[src/hdl/exec_unit_cfg.svh]
// Purpose: Constants for the 8-bit instruction execute unit
// Assumes: Included by bare name from the design files
// Notes:   Timing figures are in system clocks
//
// Overview of operation
// [RULE_01] Add-with-carry to accumulator: acc+mem+carry into acc, four arithmetic flags.
// [RULE_02] Add-with-carry into memory: acc+mem+carry into memory, four arithmetic flags.
// [RULE_03] Plain add: acc plus memory or immediate into acc, four arithmetic flags.
// [RULE_04] Sum into memory: acc plus memory stored to memory, four arithmetic flags.
// [RULE_05] Mask ops AND acc with memory or immediate; only zero flag changes.
// [RULE_06] Call pushes pc+1, loads target, flags untouched.
// [RULE_07] Zero-memory writes 00 to memory, flags untouched.
// [RULE_08] Bit clear zeroes one selected memory bit, rest and flags untouched.
// [RULE_09] Watchdog kick clears counter, expired flag and sleep flag.
// [RULE_10] Both half kicks needed to clear watchdog; one alone only records itself.
// [RULE_11] Invert gives ones complement to memory or acc; only zero flag.
// [RULE_12] BCD low nibble: add 6 if above 9 or half carry; spill is inverted half carry.
// [RULE_13] BCD high nibble plus spill: add 6, set carry if above 9 or carry.
// [RULE_14] Minus-one to memory or acc; only zero flag updated.
// [RULE_15] Plus-one to memory or acc; only zero flag updated.
// [RULE_16] Halt advances pc, stops, clears watchdog and prescaler, sets sleep, clears expired.
// [RULE_17] Direct branch loads pc with the instruction target.
// [RULE_18] Writing program counter low or a taken skip adds one four-clock cycle.
// [RULE_19] Zero on zero result; carry bit 7, half carry bit 3, signed overflow.
// [RULE_20] Results are cut to 8 bits before being written.
`ifndef EXEC_UNIT_CFG_SVH
`define EXEC_UNIT_CFG_SVH

`define CLOCKS_PER_CYCLE   4'd4
`define PC_WIDTH_DEF       11
`define STACK_DEPTH_DEF    8
`define PRESCALE_BITS_DEF  8
`define WATCHDOG_BITS_DEF  8
`define PROGRAM_COUNTER_LOW_ADDR 8'h06
`define ACC_RESET          8'h00
`define FLAG_RESET         1'b0
`define BCD_LIMIT          4'h9
`define BCD_STEP           4'h6

`endif

[src/hdl/exec_unit_pkg.sv]
// Purpose: Types shared by the execute unit files
// Assumes: Used as exec_unit_pkg::name, never imported
// Notes:   Opcode codes are internal, not the program memory encoding
package exec_unit_pkg;

  typedef enum logic [4:0] {
    OP_NONE          = 5'b00000,
    OP_ADD_CARRY_ACC = 5'b00001,
    OP_ADD_CARRY_MEM = 5'b00010,
    OP_ADD_ACC       = 5'b00011,
    OP_ADD_IMM       = 5'b00100,
    OP_SUM_MEM       = 5'b00101,
    OP_MASK_ACC      = 5'b00110,
    OP_MASK_IMM      = 5'b00111,
    OP_MASK_MEM      = 5'b01000,
    OP_CALL          = 5'b01001,
    OP_ZERO_MEM      = 5'b01010,
    OP_BIT_ZERO      = 5'b01011,
    OP_KICK          = 5'b01100,
    OP_HALF_ONE      = 5'b01101,
    OP_HALF_TWO      = 5'b01110,
    OP_INVERT_MEM    = 5'b01111,
    OP_INVERT_ACC    = 5'b10000,
    OP_BCD_ADJUST    = 5'b10001,
    OP_MINUS_MEM     = 5'b10010,
    OP_MINUS_ACC     = 5'b10011,
    OP_PLUS_MEM      = 5'b10100,
    OP_PLUS_ACC      = 5'b10101,
    OP_HALT          = 5'b10110,
    OP_BRANCH        = 5'b10111
  } op_e;

endpackage

[src/hdl/adder_link_if.sv]
// Purpose: Carrier between the execute unit and its byte adder
// Assumes: Purely combinational signals
// Notes:   None
`timescale 1ns/1ps
`default_nettype none
interface adder_link_if;
  logic [7:0] a;
  logic [7:0] b;
  logic       carry_in;
  logic [7:0] sum;
  logic       carry_out;
  logic       half_out;
  logic       wrap_out;

  modport user (output a, output b, output carry_in,
                input sum, input carry_out, input half_out, input wrap_out);
  modport unit (input a, input b, input carry_in,
                output sum, output carry_out, output half_out, output wrap_out);
endinterface
`default_nettype wire

[src/hdl/bcd_adjust.sv]
// Purpose: Decimal adjust of the accumulator after an addition
// Assumes: Half carry and carry come from the last addition
// Notes:   Spill follows the inverted half carry when the low nibble is fixed, as the core does
`timescale 1ns/1ps
`include "exec_unit_cfg.svh"
`default_nettype none
module bcd_adjust (
  input  wire logic [7:0] acc,
  input  wire logic       half_carry_flag,
  input  wire logic       carry_flag,
  output logic      [7:0] result,
  output logic            carry_out
);
  logic       low_fix;
  logic       bcd_low_nibble_spill;
  logic [4:0] high_sum;
  logic       high_fix;

  assign low_fix = (acc[3:0] > `BCD_LIMIT) || half_carry_flag;                 // RULE_12
  assign bcd_low_nibble_spill = low_fix ? !half_carry_flag : 1'b0;             // RULE_12
  assign result[3:0] = low_fix ? acc[3:0] + `BCD_STEP : acc[3:0];              // RULE_12
  assign high_sum = {1'b0, acc[7:4]} + {4'h0, bcd_low_nibble_spill};
  assign high_fix = (high_sum > {1'b0, `BCD_LIMIT}) || carry_flag;             // RULE_13
  assign result[7:4] = high_fix ? high_sum[3:0] + `BCD_STEP : high_sum[3:0];   // RULE_13
  assign carry_out = high_fix ? 1'b1 : carry_flag;                             // RULE_13
endmodule
`default_nettype wire

[src/hdl/byte_adder.sv]
// Purpose: 8-bit adder with carry, half carry and signed wrap
// Assumes: Operands held stable by the user
// Notes:   Purely combinational
`timescale 1ns/1ps
`default_nettype none
module byte_adder (
  adder_link_if.unit port
);
  logic [8:0] full;
  logic [4:0] low;

  assign full = {1'b0, port.a} + {1'b0, port.b} + {8'h00, port.carry_in};
  assign low  = {1'b0, port.a[3:0]} + {1'b0, port.b[3:0]} + {4'h0, port.carry_in};
  assign port.sum       = full[7:0];                                       // RULE_20
  assign port.carry_out = full[8];                                         // RULE_19
  assign port.half_out  = low[4];                                          // RULE_19
  assign port.wrap_out  = (port.a[7] == port.b[7]) && (full[7] != port.a[7]); // RULE_19
endmodule
`default_nettype wire

[src/hdl/mcu_instruction_execute_unit.sv]
// Purpose: Executes one decoded instruction per request, four clocks a cycle
// Assumes: Operand byte is read before the request; memory write is a pulse
// Notes:   Watchdog expiry flags and wakes, it does not reset the core
`timescale 1ns/1ps
`include "exec_unit_cfg.svh"
`default_nettype none
module mcu_instruction_execute_unit #(
  parameter int PC_WIDTH      = `PC_WIDTH_DEF,
  parameter int STACK_DEPTH   = `STACK_DEPTH_DEF,
  parameter int PRESCALE_BITS = `PRESCALE_BITS_DEF,
  parameter int WATCHDOG_BITS = `WATCHDOG_BITS_DEF
) (
  input  wire logic                 clk,
  input  wire logic                 rst_n,
  input  wire logic                 start,
  input  wire exec_unit_pkg::op_e   op,
  input  wire logic [7:0]           mem_addr,
  input  wire logic [7:0]           mem_rd_data,
  input  wire logic [7:0]           imm,
  input  wire logic [2:0]           bit_sel,
  input  wire logic [PC_WIDTH-1:0]  target,
  input  wire logic                 skip_taken,
  input  wire logic                 wake,
  output logic                      ready,
  output logic                      done,
  output logic                      halted,
  output logic                      mem_we,
  output logic [7:0]                mem_wr_addr,
  output logic [7:0]                mem_wr_data,
  output logic [7:0]                acc,
  output logic [PC_WIDTH-1:0]       pc,
  output logic                      carry_flag,
  output logic                      half_carry_flag,
  output logic                      zero_flag,
  output logic                      signed_wrap_flag,
  output logic                      watchdog_expired_flag,
  output logic                      sleep_entered_flag,
  output logic [WATCHDOG_BITS-1:0]  watchdog_counter
);
  localparam int SP_BITS = (STACK_DEPTH > 1) ? $clog2(STACK_DEPTH) : 1;

  adder_link_if add_bus ();

  byte_adder u_adder (
    .port (add_bus.unit)
  );

  logic [7:0] bcd_result;
  logic       bcd_carry;

  bcd_adjust u_bcd (
    .acc             (acc),
    .half_carry_flag (half_carry_flag),
    .carry_flag      (carry_flag),
    .result          (bcd_result),
    .carry_out       (bcd_carry)
  );

  // Sequencing state
  logic                     running;
  logic [3:0]               remain;
  logic [PC_WIDTH-1:0]      stack_mem [STACK_DEPTH];
  logic [SP_BITS-1:0]       sp;
  logic [PRESCALE_BITS-1:0] prescale;
  logic                     half_one_seen;
  logic                     half_two_seen;

  // Opcode decode
  logic take;
  logic is_carry_add;
  logic is_add;
  logic is_mask;
  logic is_invert;
  logic is_minus;
  logic is_plus;
  logic is_step;
  logic is_bit_zero;
  logic is_zero_mem;
  logic is_bcd;
  logic is_call;
  logic is_branch;
  logic is_halt;
  logic is_kick;
  logic is_half_one;
  logic is_half_two;
  logic dest_acc;
  logic dest_mem;

  assign take         = start && ready;
  assign is_carry_add = (op == exec_unit_pkg::OP_ADD_CARRY_ACC)
                     || (op == exec_unit_pkg::OP_ADD_CARRY_MEM);
  assign is_add       = is_carry_add
                     || (op == exec_unit_pkg::OP_ADD_ACC)
                     || (op == exec_unit_pkg::OP_ADD_IMM)
                     || (op == exec_unit_pkg::OP_SUM_MEM);
  assign is_mask      = (op == exec_unit_pkg::OP_MASK_ACC)
                     || (op == exec_unit_pkg::OP_MASK_IMM)
                     || (op == exec_unit_pkg::OP_MASK_MEM);
  assign is_invert    = (op == exec_unit_pkg::OP_INVERT_MEM)
                     || (op == exec_unit_pkg::OP_INVERT_ACC);
  assign is_minus     = (op == exec_unit_pkg::OP_MINUS_MEM)
                     || (op == exec_unit_pkg::OP_MINUS_ACC);
  assign is_plus      = (op == exec_unit_pkg::OP_PLUS_MEM)
                     || (op == exec_unit_pkg::OP_PLUS_ACC);
  assign is_step      = is_minus || is_plus;
  assign is_bit_zero  = (op == exec_unit_pkg::OP_BIT_ZERO);
  assign is_zero_mem  = (op == exec_unit_pkg::OP_ZERO_MEM);
  assign is_bcd       = (op == exec_unit_pkg::OP_BCD_ADJUST);
  assign is_call      = (op == exec_unit_pkg::OP_CALL);
  assign is_branch    = (op == exec_unit_pkg::OP_BRANCH);
  assign is_halt      = (op == exec_unit_pkg::OP_HALT);
  assign is_kick      = (op == exec_unit_pkg::OP_KICK);
  assign is_half_one  = (op == exec_unit_pkg::OP_HALF_ONE);
  assign is_half_two  = (op == exec_unit_pkg::OP_HALF_TWO);

  assign dest_acc = (op == exec_unit_pkg::OP_ADD_CARRY_ACC)
                 || (op == exec_unit_pkg::OP_ADD_ACC)
                 || (op == exec_unit_pkg::OP_ADD_IMM)
                 || (op == exec_unit_pkg::OP_MASK_ACC)
                 || (op == exec_unit_pkg::OP_MASK_IMM)
                 || (op == exec_unit_pkg::OP_INVERT_ACC)   // RULE_11
                 || (op == exec_unit_pkg::OP_MINUS_ACC)    // RULE_14
                 || (op == exec_unit_pkg::OP_PLUS_ACC);    // RULE_15
  assign dest_mem = (op == exec_unit_pkg::OP_ADD_CARRY_MEM) // RULE_02
                 || (op == exec_unit_pkg::OP_SUM_MEM)       // RULE_04
                 || (op == exec_unit_pkg::OP_MASK_MEM)
                 || (op == exec_unit_pkg::OP_INVERT_MEM)
                 || (op == exec_unit_pkg::OP_MINUS_MEM)
                 || (op == exec_unit_pkg::OP_PLUS_MEM)
                 || is_zero_mem || is_bit_zero
                 || is_bcd;                                 // RULE_13

  // Operand routing into the shared adder
  logic [7:0] operand_b;
  logic [7:0] step_value;

  assign operand_b  = ((op == exec_unit_pkg::OP_ADD_IMM)
                    || (op == exec_unit_pkg::OP_MASK_IMM)) ? imm : mem_rd_data; // RULE_03
  assign step_value = is_minus ? 8'hff : 8'h01;                        // RULE_14 RULE_15
  assign add_bus.a  = is_step ? mem_rd_data : acc;
  assign add_bus.b  = is_step ? step_value : operand_b;
  assign add_bus.carry_in = is_carry_add ? carry_flag : 1'b0;          // RULE_01 RULE_02

  // Result selection, always 8 bits wide
  logic [7:0] bit_mask;
  logic [7:0] result;
  logic       result_zero;

  assign bit_mask = 8'(8'h01 << bit_sel);
  assign result =
      (is_add || is_step) ? add_bus.sum :                              // RULE_20
      is_mask             ? (acc & operand_b) :                        // RULE_05
      is_invert           ? ~mem_rd_data :                             // RULE_11
      is_bit_zero         ? (mem_rd_data & ~bit_mask) :                // RULE_08
      is_bcd              ? bcd_result :                               // RULE_12 RULE_13
                            8'h00;                                     // RULE_07
  assign result_zero = (result == 8'h00);                              // RULE_19

  // Cycle length: base cycles plus one for a low counter write or skip
  logic       pcl_write;
  logic [3:0] base_cycles;
  logic [3:0] total_cycles;
  logic [3:0] total_clocks;

  assign pcl_write    = dest_mem && (mem_addr == `PROGRAM_COUNTER_LOW_ADDR);
  assign base_cycles  = (is_call || is_branch) ? 4'd2 : 4'd1;
  assign total_cycles = base_cycles + ((pcl_write || skip_taken) ? 4'd1 : 4'd0); // RULE_18
  assign total_clocks = 4'(total_cycles * `CLOCKS_PER_CYCLE);                    // RULE_18

  assign ready = !running && !halted;
  assign done  = running && (remain == 4'd1);

  always_ff @(posedge clk or negedge rst_n) begin
    if (!rst_n) begin
      running <= 1'b0;
      remain  <= 4'd0;
    end else if (take) begin
      running <= 1'b1;
      remain  <= total_clocks - 4'd1;                                  // RULE_18
    end else if (running) begin
      running <= (remain != 4'd1);
      remain  <= remain - 4'd1;
    end
  end

  // Program counter and return stack
  logic [PC_WIDTH-1:0] pc_next_seq;

  assign pc_next_seq = pc + PC_WIDTH'(1);

  always_ff @(posedge clk or negedge rst_n) begin
    if (!rst_n) begin
      pc <= '0;
      sp <= '0;
    end else if (take) begin
      if (is_call || is_branch) begin
        pc <= target;                                                  // RULE_06 RULE_17
      end else if (pcl_write) begin
        pc <= {pc_next_seq[PC_WIDTH-1:8], result};
      end else begin
        pc <= pc_next_seq;                                             // RULE_16
      end
      if (is_call) begin
        sp <= SP_BITS'(sp + SP_BITS'(1));                              // RULE_06
      end
    end
  end

  // Stack storage has no reset; only the pointer matters after reset
  always_ff @(posedge clk) begin
    if (take && is_call) begin
      stack_mem[sp] <= pc_next_seq;                                    // RULE_06
    end
  end

  // Accumulator and arithmetic flags
  always_ff @(posedge clk or negedge rst_n) begin
    if (!rst_n) begin
      acc              <= `ACC_RESET;
      carry_flag       <= `FLAG_RESET;
      half_carry_flag  <= `FLAG_RESET;
      zero_flag        <= `FLAG_RESET;
      signed_wrap_flag <= `FLAG_RESET;
    end else if (take) begin
      if (dest_acc) begin
        acc <= result;                                           // RULE_01 RULE_03 RULE_05
      end
      if (is_add) begin
        carry_flag       <= add_bus.carry_out;                   // RULE_01 RULE_02 RULE_03 RULE_04
        half_carry_flag  <= add_bus.half_out;                    // RULE_19
        signed_wrap_flag <= add_bus.wrap_out;                    // RULE_19
      end else if (is_bcd) begin
        carry_flag <= bcd_carry;                                 // RULE_13
      end
      if (is_add || is_mask || is_invert || is_step) begin
        zero_flag <= result_zero;                                // RULE_05 RULE_11 RULE_14 RULE_15
      end
    end
  end

  // Memory write port, one pulse after the request is taken
  always_ff @(posedge clk or negedge rst_n) begin
    if (!rst_n) begin
      mem_we      <= 1'b0;
      mem_wr_addr <= 8'h00;
      mem_wr_data <= 8'h00;
    end else begin
      mem_we <= take && dest_mem;                                // RULE_02 RULE_07 RULE_08
      if (take && dest_mem) begin
        mem_wr_addr <= mem_addr;
        mem_wr_data <= result;                                   // RULE_04 RULE_11 RULE_14
      end
    end
  end

  // Watchdog: prescaler feeds the counter; expiry flags and wakes
  logic half_complete;
  logic counter_clear;
  logic prescale_clear;
  logic prescale_wrap;
  logic expiry;
  logic flags_clear;

  assign half_complete  = take && ((is_half_one && half_two_seen)
                               || (is_half_two && half_one_seen));      // RULE_10
  assign flags_clear    = (take && is_kick) || half_complete;           // RULE_09 RULE_10
  assign counter_clear  = flags_clear || (take && is_halt);             // RULE_16
  assign prescale_clear = take && is_halt;                              // RULE_16
  assign prescale_wrap  = &prescale;
  assign expiry         = prescale_wrap && (&watchdog_counter);

  always_ff @(posedge clk or negedge rst_n) begin
    if (!rst_n) begin
      prescale         <= '0;
      watchdog_counter <= '0;
    end else begin
      prescale <= prescale_clear ? '0 : prescale + PRESCALE_BITS'(1);
      if (counter_clear) begin
        watchdog_counter <= '0;                                         // RULE_09
      end else if (prescale_wrap) begin
        watchdog_counter <= watchdog_counter + WATCHDOG_BITS'(1);
      end
    end
  end

  // A lone half kick only records itself; a second of the same kind is idle
  always_ff @(posedge clk or negedge rst_n) begin
    if (!rst_n) begin
      half_one_seen <= 1'b0;
      half_two_seen <= 1'b0;
    end else if (flags_clear) begin
      half_one_seen <= 1'b0;                                            // RULE_10
      half_two_seen <= 1'b0;
    end else if (take && is_half_one) begin
      half_one_seen <= 1'b1;                                            // RULE_10
    end else if (take && is_half_two) begin
      half_two_seen <= 1'b1;                                            // RULE_10
    end
  end

  // Expiry beats a clear arriving in the same clock
  always_ff @(posedge clk or negedge rst_n) begin
    if (!rst_n) begin
      watchdog_expired_flag <= `FLAG_RESET;
      sleep_entered_flag    <= `FLAG_RESET;
    end else begin
      if (expiry) begin
        watchdog_expired_flag <= 1'b1;
      end else if (flags_clear || (take && is_halt)) begin
        watchdog_expired_flag <= 1'b0;                                  // RULE_09 RULE_16
      end
      if (take && is_halt) begin
        sleep_entered_flag <= 1'b1;                                     // RULE_16
      end else if (flags_clear) begin
        sleep_entered_flag <= 1'b0;                                     // RULE_09 RULE_10
      end
    end
  end

  // Halt blocks new requests while the watchdog keeps counting; wake input or expiry resumes
  always_ff @(posedge clk or negedge rst_n) begin
    if (!rst_n) begin
      halted <= 1'b0;
    end else if (take && is_halt) begin
      halted <= 1'b1;                                                   // RULE_16
    end else if (wake || expiry) begin
      halted <= 1'b0;
    end
  end

endmodule
`default_nettype wire

[config.mk]
export PLATFORM = sky130hd
export DESIGN_NAME = mcu_instruction_execute_unit
export DESIGN_NICKNAME = d
export VERILOG_FILES = /design/src/hdl/exec_unit_pkg.sv /design/src/hdl/adder_link_if.sv /design/src/hdl/bcd_adjust.sv /design/src/hdl/byte_adder.sv /design/src/hdl/mcu_instruction_execute_unit.sv
export VERILOG_INCLUDE_DIRS = /design/src /design/src/hdl
export SDC_FILE = /design/constraint.sdc
export NUM_CORES = 1
export LEC_CHECK = 0
export ABC_AREA = 0
export BUFFER_PORTS_ARGS = -buffer_cell sky130_fd_sc_hd__buf_2
export CORE_MARGIN = 2
export CORE_UTILIZATION = 55
export CTS_CLUSTER_DIAMETER = 150
export DETAILED_ROUTE_END_ITERATION = 10
export PLACE_DENSITY = 0.88
export SLEW_MARGIN = 10
export SYNTH_ARGS = -nofsm -noshare
export SYNTH_HDL_FRONTEND = slang
export SYNTH_SLANG_ARGS = --single-unit
[constraint.sdc]
create_clock -name clk -period 9.8 [get_ports clk]
set_input_delay 1.47 -clock clk [delete_from_list [all_inputs] [get_ports clk]]
set_output_delay 1.47 -clock clk [all_outputs]
set_load 0.02 [all_outputs]
Word level (Yosys, flattened, before mapping)
Index checks and enable logic that the tools add are counted.
- $add $sub $neg: 13
- $mul: 0
- div/mod/pow operators: 0
- $lt $le $gt $ge: 2
- equal/unequal tests: 29
- shifts and indexed selects: 1
- mux-type cells: 38
- bitwise gates (word level): 4
- reductions and logical operators: 72
- operators by type and width (cell ; count):
    $mux 8 ; 13
    $eq 5x4->1 const B ; 8
    $eq 5x5->1 const B ; 8
    $logic_or 1x1->1 ; 38
    $eq 5x3->1 const B ; 4
    $mux 1 ; 19
    $reduce_bool 2->1 ; 9
    $add 8x1->8 const B ; 2
    $and 8x8->8 ; 2
    $mux 4 ; 4
    $not 8->8 ; 2
    $reduce_and 8->1 ; 2
    $logic_and 1x1->1 ; 14
    $add 11x1->11 const B ; 1
    $mux 11 ; 1
    $eq 5x2->1 const B ; 2
    $add 8x8->9 ; 1
    $add 9x1->9 ; 1
    $add 4x3->4 const B ; 2
    $eq 8x3->1 const B ; 1
    $logic_not 8->1 ; 1
    $reduce_and 2->1 ; 4
    $shl 1x3->8 const A ; 1
    $sub 4x1->4 const B ; 2
    other kinds (15) ; 17
- register bits after elaboration: 66
- bits in latches: 0
- RAM bits: 0
- ROM bits: 0
- output and inout port bits: 53
- memories kept: 0

Logic depth before layout (Yosys ltp)
Gate-level depths: netlist of the first run.
- word-level depth: 15
- mapped depth: 16

Hierarchy
A second synthesis of the first run with hierarchy kept.
- cells, all modules: 535
- area, all modules: 4647.0 µm²
- modules (own cells, without submodules) (module ; instances ; cells an instance ; area each (µm²) ; seq. area each (µm²)):
    mcu_instruction_execute_unit ; 1 ; 463 ; 4087.7 ; 1651.6
    byte_adder ; 1 ; 37 ; 319.1 ; 0.0
    bcd_adjust ; 1 ; 35 ; 240.2 ; 0.0

Worst setup path after synthesis of the first run
Ideal clock, no wire load.
- kind: input -> register
- start point: input port op[1]
- end point: register zero_flag
- library setup time: 0.092 ns
- arrival time: 5.478 ns
- data required time: 9.708 ns
- setup slack: 4.230 ns
- cell stages on the path: 16
- path buffers: 4
- path through: buf_4 clkbuf_1 xnor2_1 or3_1 clkbuf_1 clkbuf_1 nand3_1 fa_1 fa_1 a21o_1 a21oi_1 xnor2_1 a211o_1 or4b_1 or4_1 o31ai_2
- word-level cells in the longest chain between the ends: 9
- elaborated cells on any way between the ends: 46
- ends and longest elaborated chain (element ; line ; text):
    from (decl) ; mcu_instruction_execute_unit.sv:16 ; input wire exec_unit_pkg::op_e op,
    parallel branches: the longest is 9 deep, another holds $add 8x8->9 ; n/a ;
    to (signal assigned) ; mcu_instruction_execute_unit.sv:222 ; zero_flag <= `FLAG_RESET;
    to (signal assigned) ; mcu_instruction_execute_unit.sv:236 ; zero_flag <= result_zero;
    to (decl) ; mcu_instruction_execute_unit.sv:34 ; output logic zero_flag,
Several ways; the timed one is not identified.
A chain may end at the register's enable or synchronous reset.

Worst setup path in the final report of the first run
- start point: input port op[4]
- end point: register zero_flag
The elaborated chain is that of the path after synthesis.

==> impl_metrics.csv, run 1 <==
group,metric,value,unit
cells_and_area,nNetsFinal,711,
clocking,ctsLongestPathBuffers,2,
cells_and_area,n_antenna_cell,0,
grt,grt_pass1_vias,4277,
run_status,status,"finished clean",
yosys,synth_flop_cell,"dfrtp_1",
timing,drv_slew,0,
timing,max_freq,177,MHz
cells_and_area,nFillCells,667,
job,drv_cap,0,
cells_and_area,layout_common_cells,"buf_2, nand2_1, dfrtp_1",
worst_setup_path,critPathKind,"primary input to register",
floorplanning,dieArea,0.00943,mm²
timing,fin_crit_sh,57.6,%
clocking,cts_tree,"built",
cells_and_area,syn_to_final_growth,15.4,%
clocking,cts_buffers,9,
timing,fin_setup_tns,0,ns
timing,slew_headroom,22.0,%
placement,place.gp.congestion,0.939,
clocking,cts_sinks,66,
clocking,post_cts_buffers,0,
grt,grt_max_degree,67,
drt,dr.pass1.iters,5,
floorplanning,initial_core_util,57.4,%
grt,grt_usage,28.0,%
drt,drt_first_iter_violations,344,
timing,fin_skew,0.00835,ns
yosys,synth.yosys.seq_area_share,34.6,%
yosys,yosysWarnings,0,
drt,vias_per_cell,6.11,
clocking,h-tree-depth,3,
grt,grt-ovfl-total,0,
placement,port_buffers,100,
floorplanning,die_w,97.1,µm
worst_setup_path,critPathLaunchType,"primary input",
yosys,ys_types,80,
power,power_density,261,mW/mm²
worst_setup_path,cp.required,10.06,ns
drt,antenna_left,0,
power,fin_total_pwr,1430,µW
clocking,ctsResizeCount,0,
grt,grt_pass1_wl,21.7,mm
drt,drt-total-wl,13.1,mm
worst_setup_path,cp-end-kind,"register",
clocking,worst_skew_pair.late_latency,0.35,ns
power,ir_drop,0.0944,mV
timing,worst_slew_pin_slew,1.17,ns
yosys,syn_area,0.00477,mm²
floorplanning,core_area,0.00830,mm²
timing,finalSetupViolCount,0,
power,p_leak,0.00265,µW
grt,antenna_found_initial,0,
cells_and_area,drive_gt1_share,24.2,%
yosys,synth-edff-count,0,
yosys,synth_top_cell_area_share,34.6,%
timing,period_needed,5.64,ns
floorplanning,die_h,97.1,µm
drt,via_count,4601,
timing,rsz0062_at_grt,"false",
yosys,synthTopCellsByArea,"dfrtp_1, nand2_1, ha_1",
hold_path,hp-class,"register to register",
yosys,synth_fp_nets,622,
clocking,path_clk_slew,0.08,ns
yosys,async_flop_share,100,%
yosys,synthCells,554,
yosys,ys_seq_elements,66,
clocking,cts_root_buf,"clkbuf_8",
clocking,ctsHoldBuffers,0,
worst_setup_path,critPathMaxFanout,19,
yosys,syn_avg_cell_area,8.60,µm²
cells_and_area,final_common_cell,"buf_2",
placement,hpwl,9.91,mm
timing,hold_viol,0,
drt,route.detailed.wl_per_inst,17.4,µm
worst_setup_path,arrival,5.90,ns
yosys,synth_top_area_cell,"dfrtp_1",
floorplanning,row_count,33,
floorplanning,ios,101,
drt,post-route-drc-count,0,
[kinds of logic after synthesis]
group	count (synthesis)	share of synthesized area (%)
muxes	24	5.51
AOI/OAI and AO/OA	148	20.8
DFF	66	34.6
buffers and inverters	46	4.86
and+or+nand+nor	216	22.4
adders and majority gates	20	5.56
xor gates and xnor gates	34	6.25
[synth_stat cells, drive strengths merged (4+ instances only)]
cell and number:
nand2b 4, dfrtp 66, clkbuf 15, inv 20
nand2 81, nand4 6, mux2i 6, xnor2 18
nor3b 6, o32ai 5, a31oi 6, o22ai 4
o211ai 6, o21ai 40, and3 8, nor3 8
nand3 25, ha 18, o221ai 4, xor2 16
nor2 45, mux2 18, a21o 5, or3 5
a211oi 5, buf 11, a21oi 41
[final cells by class]
| cell class | count | area [µm²] | share of cell area, % |
|---|---|---|---|
| clock buffers | 9 | 124 | 2.25 |
| clock inverters | 7 | 103 | 1.87 |
| inverters | 20 | 75.1 | 1.37 |
| multi-input cells | 442 | 2880 | 52.4 |
| flip-flops and latches | 66 | 1650 | 30.0 |
| well taps | 105 | 131 | 2.39 |
| repair buffers | 104 | 531 | 9.65 |
[worst paths after layout]
| kind | cells after the start | end | slack [ns] | start |
|---|---|---|---|---|
| max in group asynchronous | 2 | prescale[0]$_DFF_PN0_ | 7.96 | rst_n |
| worst max register to register | 12 | zero_flag$_DFFE_PN0P_ | 6.06 | acc[1]$_DFFE_PN0P_ |
| min in group asynchronous | 2 | pc[2]$_DFFE_PN0P_ | 1.28 | rst_n |
| worst max-delay path | 13 | zero_flag$_DFFE_PN0P_ | 4.16 | op[4] |
| worst min-delay path | 2 | mem_wr_addr[7]$_DFFE_PN0P_ | 0.48 | mem_wr_addr[7]$_DFFE_PN0P_ |
| worst min register to register | 2 | mem_wr_addr[7]$_DFFE_PN0P_ | 0.48 | mem_wr_addr[7]$_DFFE_PN0P_ |
[worst max-delay path: stages]
cell and delay (ns):
buf_2 0.30, inv_1 0.22, or3_1 0.66, mux2_2 0.39, fa_1 0.47, fa_1 0.42
a21o_1 0.18, a21oi_1 0.25, xnor2_1 0.10, a211o_1 0.35, or4b_1 0.49, or4_1 0.42
o31ai_2 0.17
[per-stage QoR]
stage	cells	setup slack [ns]	utilization [%]	cell area, µm²	hold WS (ns)
finish	753	4.16	66.3	5500	0.477
global route	753	3.99	66.3	5500	0.501
CTS	753	4.22	66.3	5500	0.479
detailed placement	737	3.87	63.5	5270	0.458
global placement	737	3.93	63.5	5270	0.452
floorplan	554	4.23	-	4770	0.453
[registers in the layout, summed over array words and instances (netlist names), 4 cells and up]
register,flops
acc,8
mem_wr_addr,8
mem_wr_data,8
pc,11
prescale,8
remain,4
watchdog_counter,8
[power by group]
| part | internal [µW] | switching [µW] | leakage [µW] |
|---|---|---|---|
| registers | 372 | 116 | 0.000825 |
| logic | 277 | 406 | 0.00171 |
| clock network | 146 | 117 | 0.000115 |
| total | 795 | 639 | 0.00265 |
[layer usage]
layer  up-vias  wire length (µm)  share of wire (%)  global-route usage [%]
met3        24              1060                8.1                    5.61
met4         0               303                2.3                    10.2
met1      2171              5690                 43                    38.4
li1       2181                 -                  -                       -
met5         -                 0                  0                       0
met2       225              6050                 46                    44.2
Power figures use the tool's default switching activity.
==> run 2, diff against run 1 <==
clock period = 5.2 ns   (was 9.8 ns; I/O delays follow)
==> impl_metrics.csv, run 2 (synthesis results as in run 1) <==
group,metric,value,unit
floorplanning,ios,101,
drt,drt-total-wl,13.2,mm
cells_and_area,layout_common_cells,"buf_2, nand2_1, dfrtp_1",
grt,grt_usage,27.8,%
clocking,cts_root_buf,"clkbuf_8",
worst_setup_path,arrival,4.74,ns
floorplanning,dieArea,0.00943,mm²
job,drv_cap,0,
power,seq_power_share,35.5,%
drt,antenna_left,0,
hold_path,hp-class,"register to register",
worst_setup_path,critPathLaunchType,"primary input",
clocking,ctsResizeCount,0,
cells_and_area,largest_reg_flops,11,
clocking,cts_tree,"built",
timing,hold_viol,0,
timing,fin_ws,0.705,ns
timing,fin_setup_tns,0,ns
timing,rsz0062_at_grt,"false",
power,switching_share,45.8,%
cells_and_area,n_antenna_cell,0,
clocking,ctsLongestPathBuffers,2,
power,ir_drop,0.226,mV
cells_and_area,largest-register,"pc",
grt,grt_pass1_vias,4318,
power,netSwitchingPower,1190,µW
floorplanning,die_h,97.1,µm
floorplanning,core_area,0.00830,mm²
clocking,h-tree-depth,3,
floorplanning,die_w,97.1,µm
power,fin_total_pwr,2600,µW
worst_setup_path,cp-end-kind,"register",
grt,grt_max_degree,67,
timing,fin_crit_sh,86.4,%
floorplanning,row_count,33,
timing,slew_headroom,24.3,%
hold_path,hp-start,"mem_wr_addr[4]$_DFFE_PN0P_",
worst_setup_path,r2r-end,"zero_flag$_DFFE_PN0P_",
cells_and_area,final_common_cell,"buf_2",
clocking,ctsHoldBuffers,0,
hold_path,holdPathStages,2,
clocking,cts_sinks,66,
grt,antenna_found_initial,0,
timing,fin_skew,0.0145,ns
grt,grt_pass1_wl,21.6,mm
worst_setup_path,r2r-start,"acc[0]$_DFFE_PN0P_",
floorplanning,initial_core_util,57.4,%
placement,place.gp.congestion,0.969,
drt,vias_per_cell,6.07,
timing,finalSetupViolCount,0,
worst_setup_path,reg2regPathDepth,10,
cells_and_area,drive_gt1_share,24.7,%
cells_and_area,nNetsFinal,715,
drt,dr.pass1.iters,5,
hold_path,min_to,"mem_wr_addr[4]$_DFFE_PN0P_",
clocking,cts_buffers,9,
power,pwr-share-clk,15.4,%
placement,port_buffers,100,
worst_setup_path,worst-r2r-setup-slack,1.38,ns
run_status,status,"finished clean",
power,p_leak,0.00264,µW
cells_and_area,final_util,66.0,%
grt,grt-ovfl-total,0,
drt,drt_first_iter_violations,392,
timing,holdWs,0.478,ns
worst_setup_path,cp.required,5.44,ns
worst_setup_path,critPathKind,"primary input to register",
clocking,post_cts_buffers,0,
timing,worst_slew_pin_slew,1.13,ns
drt,post-route-drc-count,0,
drt,route.detailed.wl_per_inst,17.4,µm
clocking,worst_skew_pair.late_latency,0.35,ns
placement,dp_slack,0.445,ns
drt,via_count,4598,
timing,period_needed,4.50,ns
power,combPwrFrac,49.1,%
power,power_density,474,mW/mm²
timing,max_freq,222,MHz
timing,drv_slew,0,
cells_and_area,syn_to_final_growth,15.0,%
power,intPower,1410,µW
placement,hpwl,9.89,mm
clocking,path_clk_slew,0.08,ns
worst_setup_path,critPathMaxFanout,23,
## run 2: metrics by stage
| step | cell area (µm²) | instances |
|---|---|---|
| detailed placement | 5300 | 741 |
| global route | 5480 | 757 |
| floorplan | 4770 | 554 |
| finish | 5480 | 757 |
| global placement | 5300 | 741 |
| CTS | 5480 | 757 |
## run 2: layout make-up
cell class / count / area, µm²
clock buffers: 10 / 138
clock inverters: 6 / 41.3
inverters: 20 / 75.1
well taps: 105 / 131
fillers: 687 / 2820
repair buffers: 108 / 561
flip-flops and latches: 66 / 1650
multi-input cells: 442 / 2880
## run 2: how the worst max path moves through the flow
stage | startpoint | end | slack, ns | cells after the start
2_1_floorplan | op[1] | zero_flag$_DFFE_PN0P_ | 0.32 | 16
3_3_place_gp | op[4] | zero_flag$_DFFE_PN0P_ | 0.57 | 14
3_5_place_dp | op[4] | zero_flag$_DFFE_PN0P_ | 0.45 | 14
4_1_cts | op[4] | zero_flag$_DFFE_PN0P_ | 0.79 | 14
5_1_grt | op[1] | zero_flag$_DFFE_PN0P_ | 0.52 | 14
6_report | op[1] | zero_flag$_DFFE_PN0P_ | 0.70 | 14
## run 2: critical path, cell delays in order
cell and delay (ns):
buf_2 0.11, buf_4 0.21, xnor2_1 0.42, nand2_2 0.23
mux2i_1 0.35, a21oi_1 0.17, fa_1 0.45, a21o_1 0.17
a21oi_1 0.26, xnor2_1 0.10, a211o_1 0.35, or4b_1 0.50
or4_1 0.42, o31ai_2 0.21
## run 2: power groups by stage
stage | sequential (µW) | combinational [µW] | clock [µW]
after global routing | 949 | 1410 | 426
after global placement | 913 | 1230 | 0
after floorplan | 1030 | 764 | 0
after CTS | 915 | 1270 | 404
final | 922 | 1280 | 400
after detailed placement | 923 | 1260 | 0
## run 2: per-layer routing
| layer | wire length [µm] | track usage, % | up-vias |
|---|---|---|---|
| li1 | - | - | 2184 |
| met1 | 5640 | 37.9 | 2182 |
| met2 | 6130 | 43.5 | 205 |
| met3 | 1060 | 5.76 | 27 |
| met4 | 347 | 10.6 | 0 |
| met5 | 0 | 0 | - |
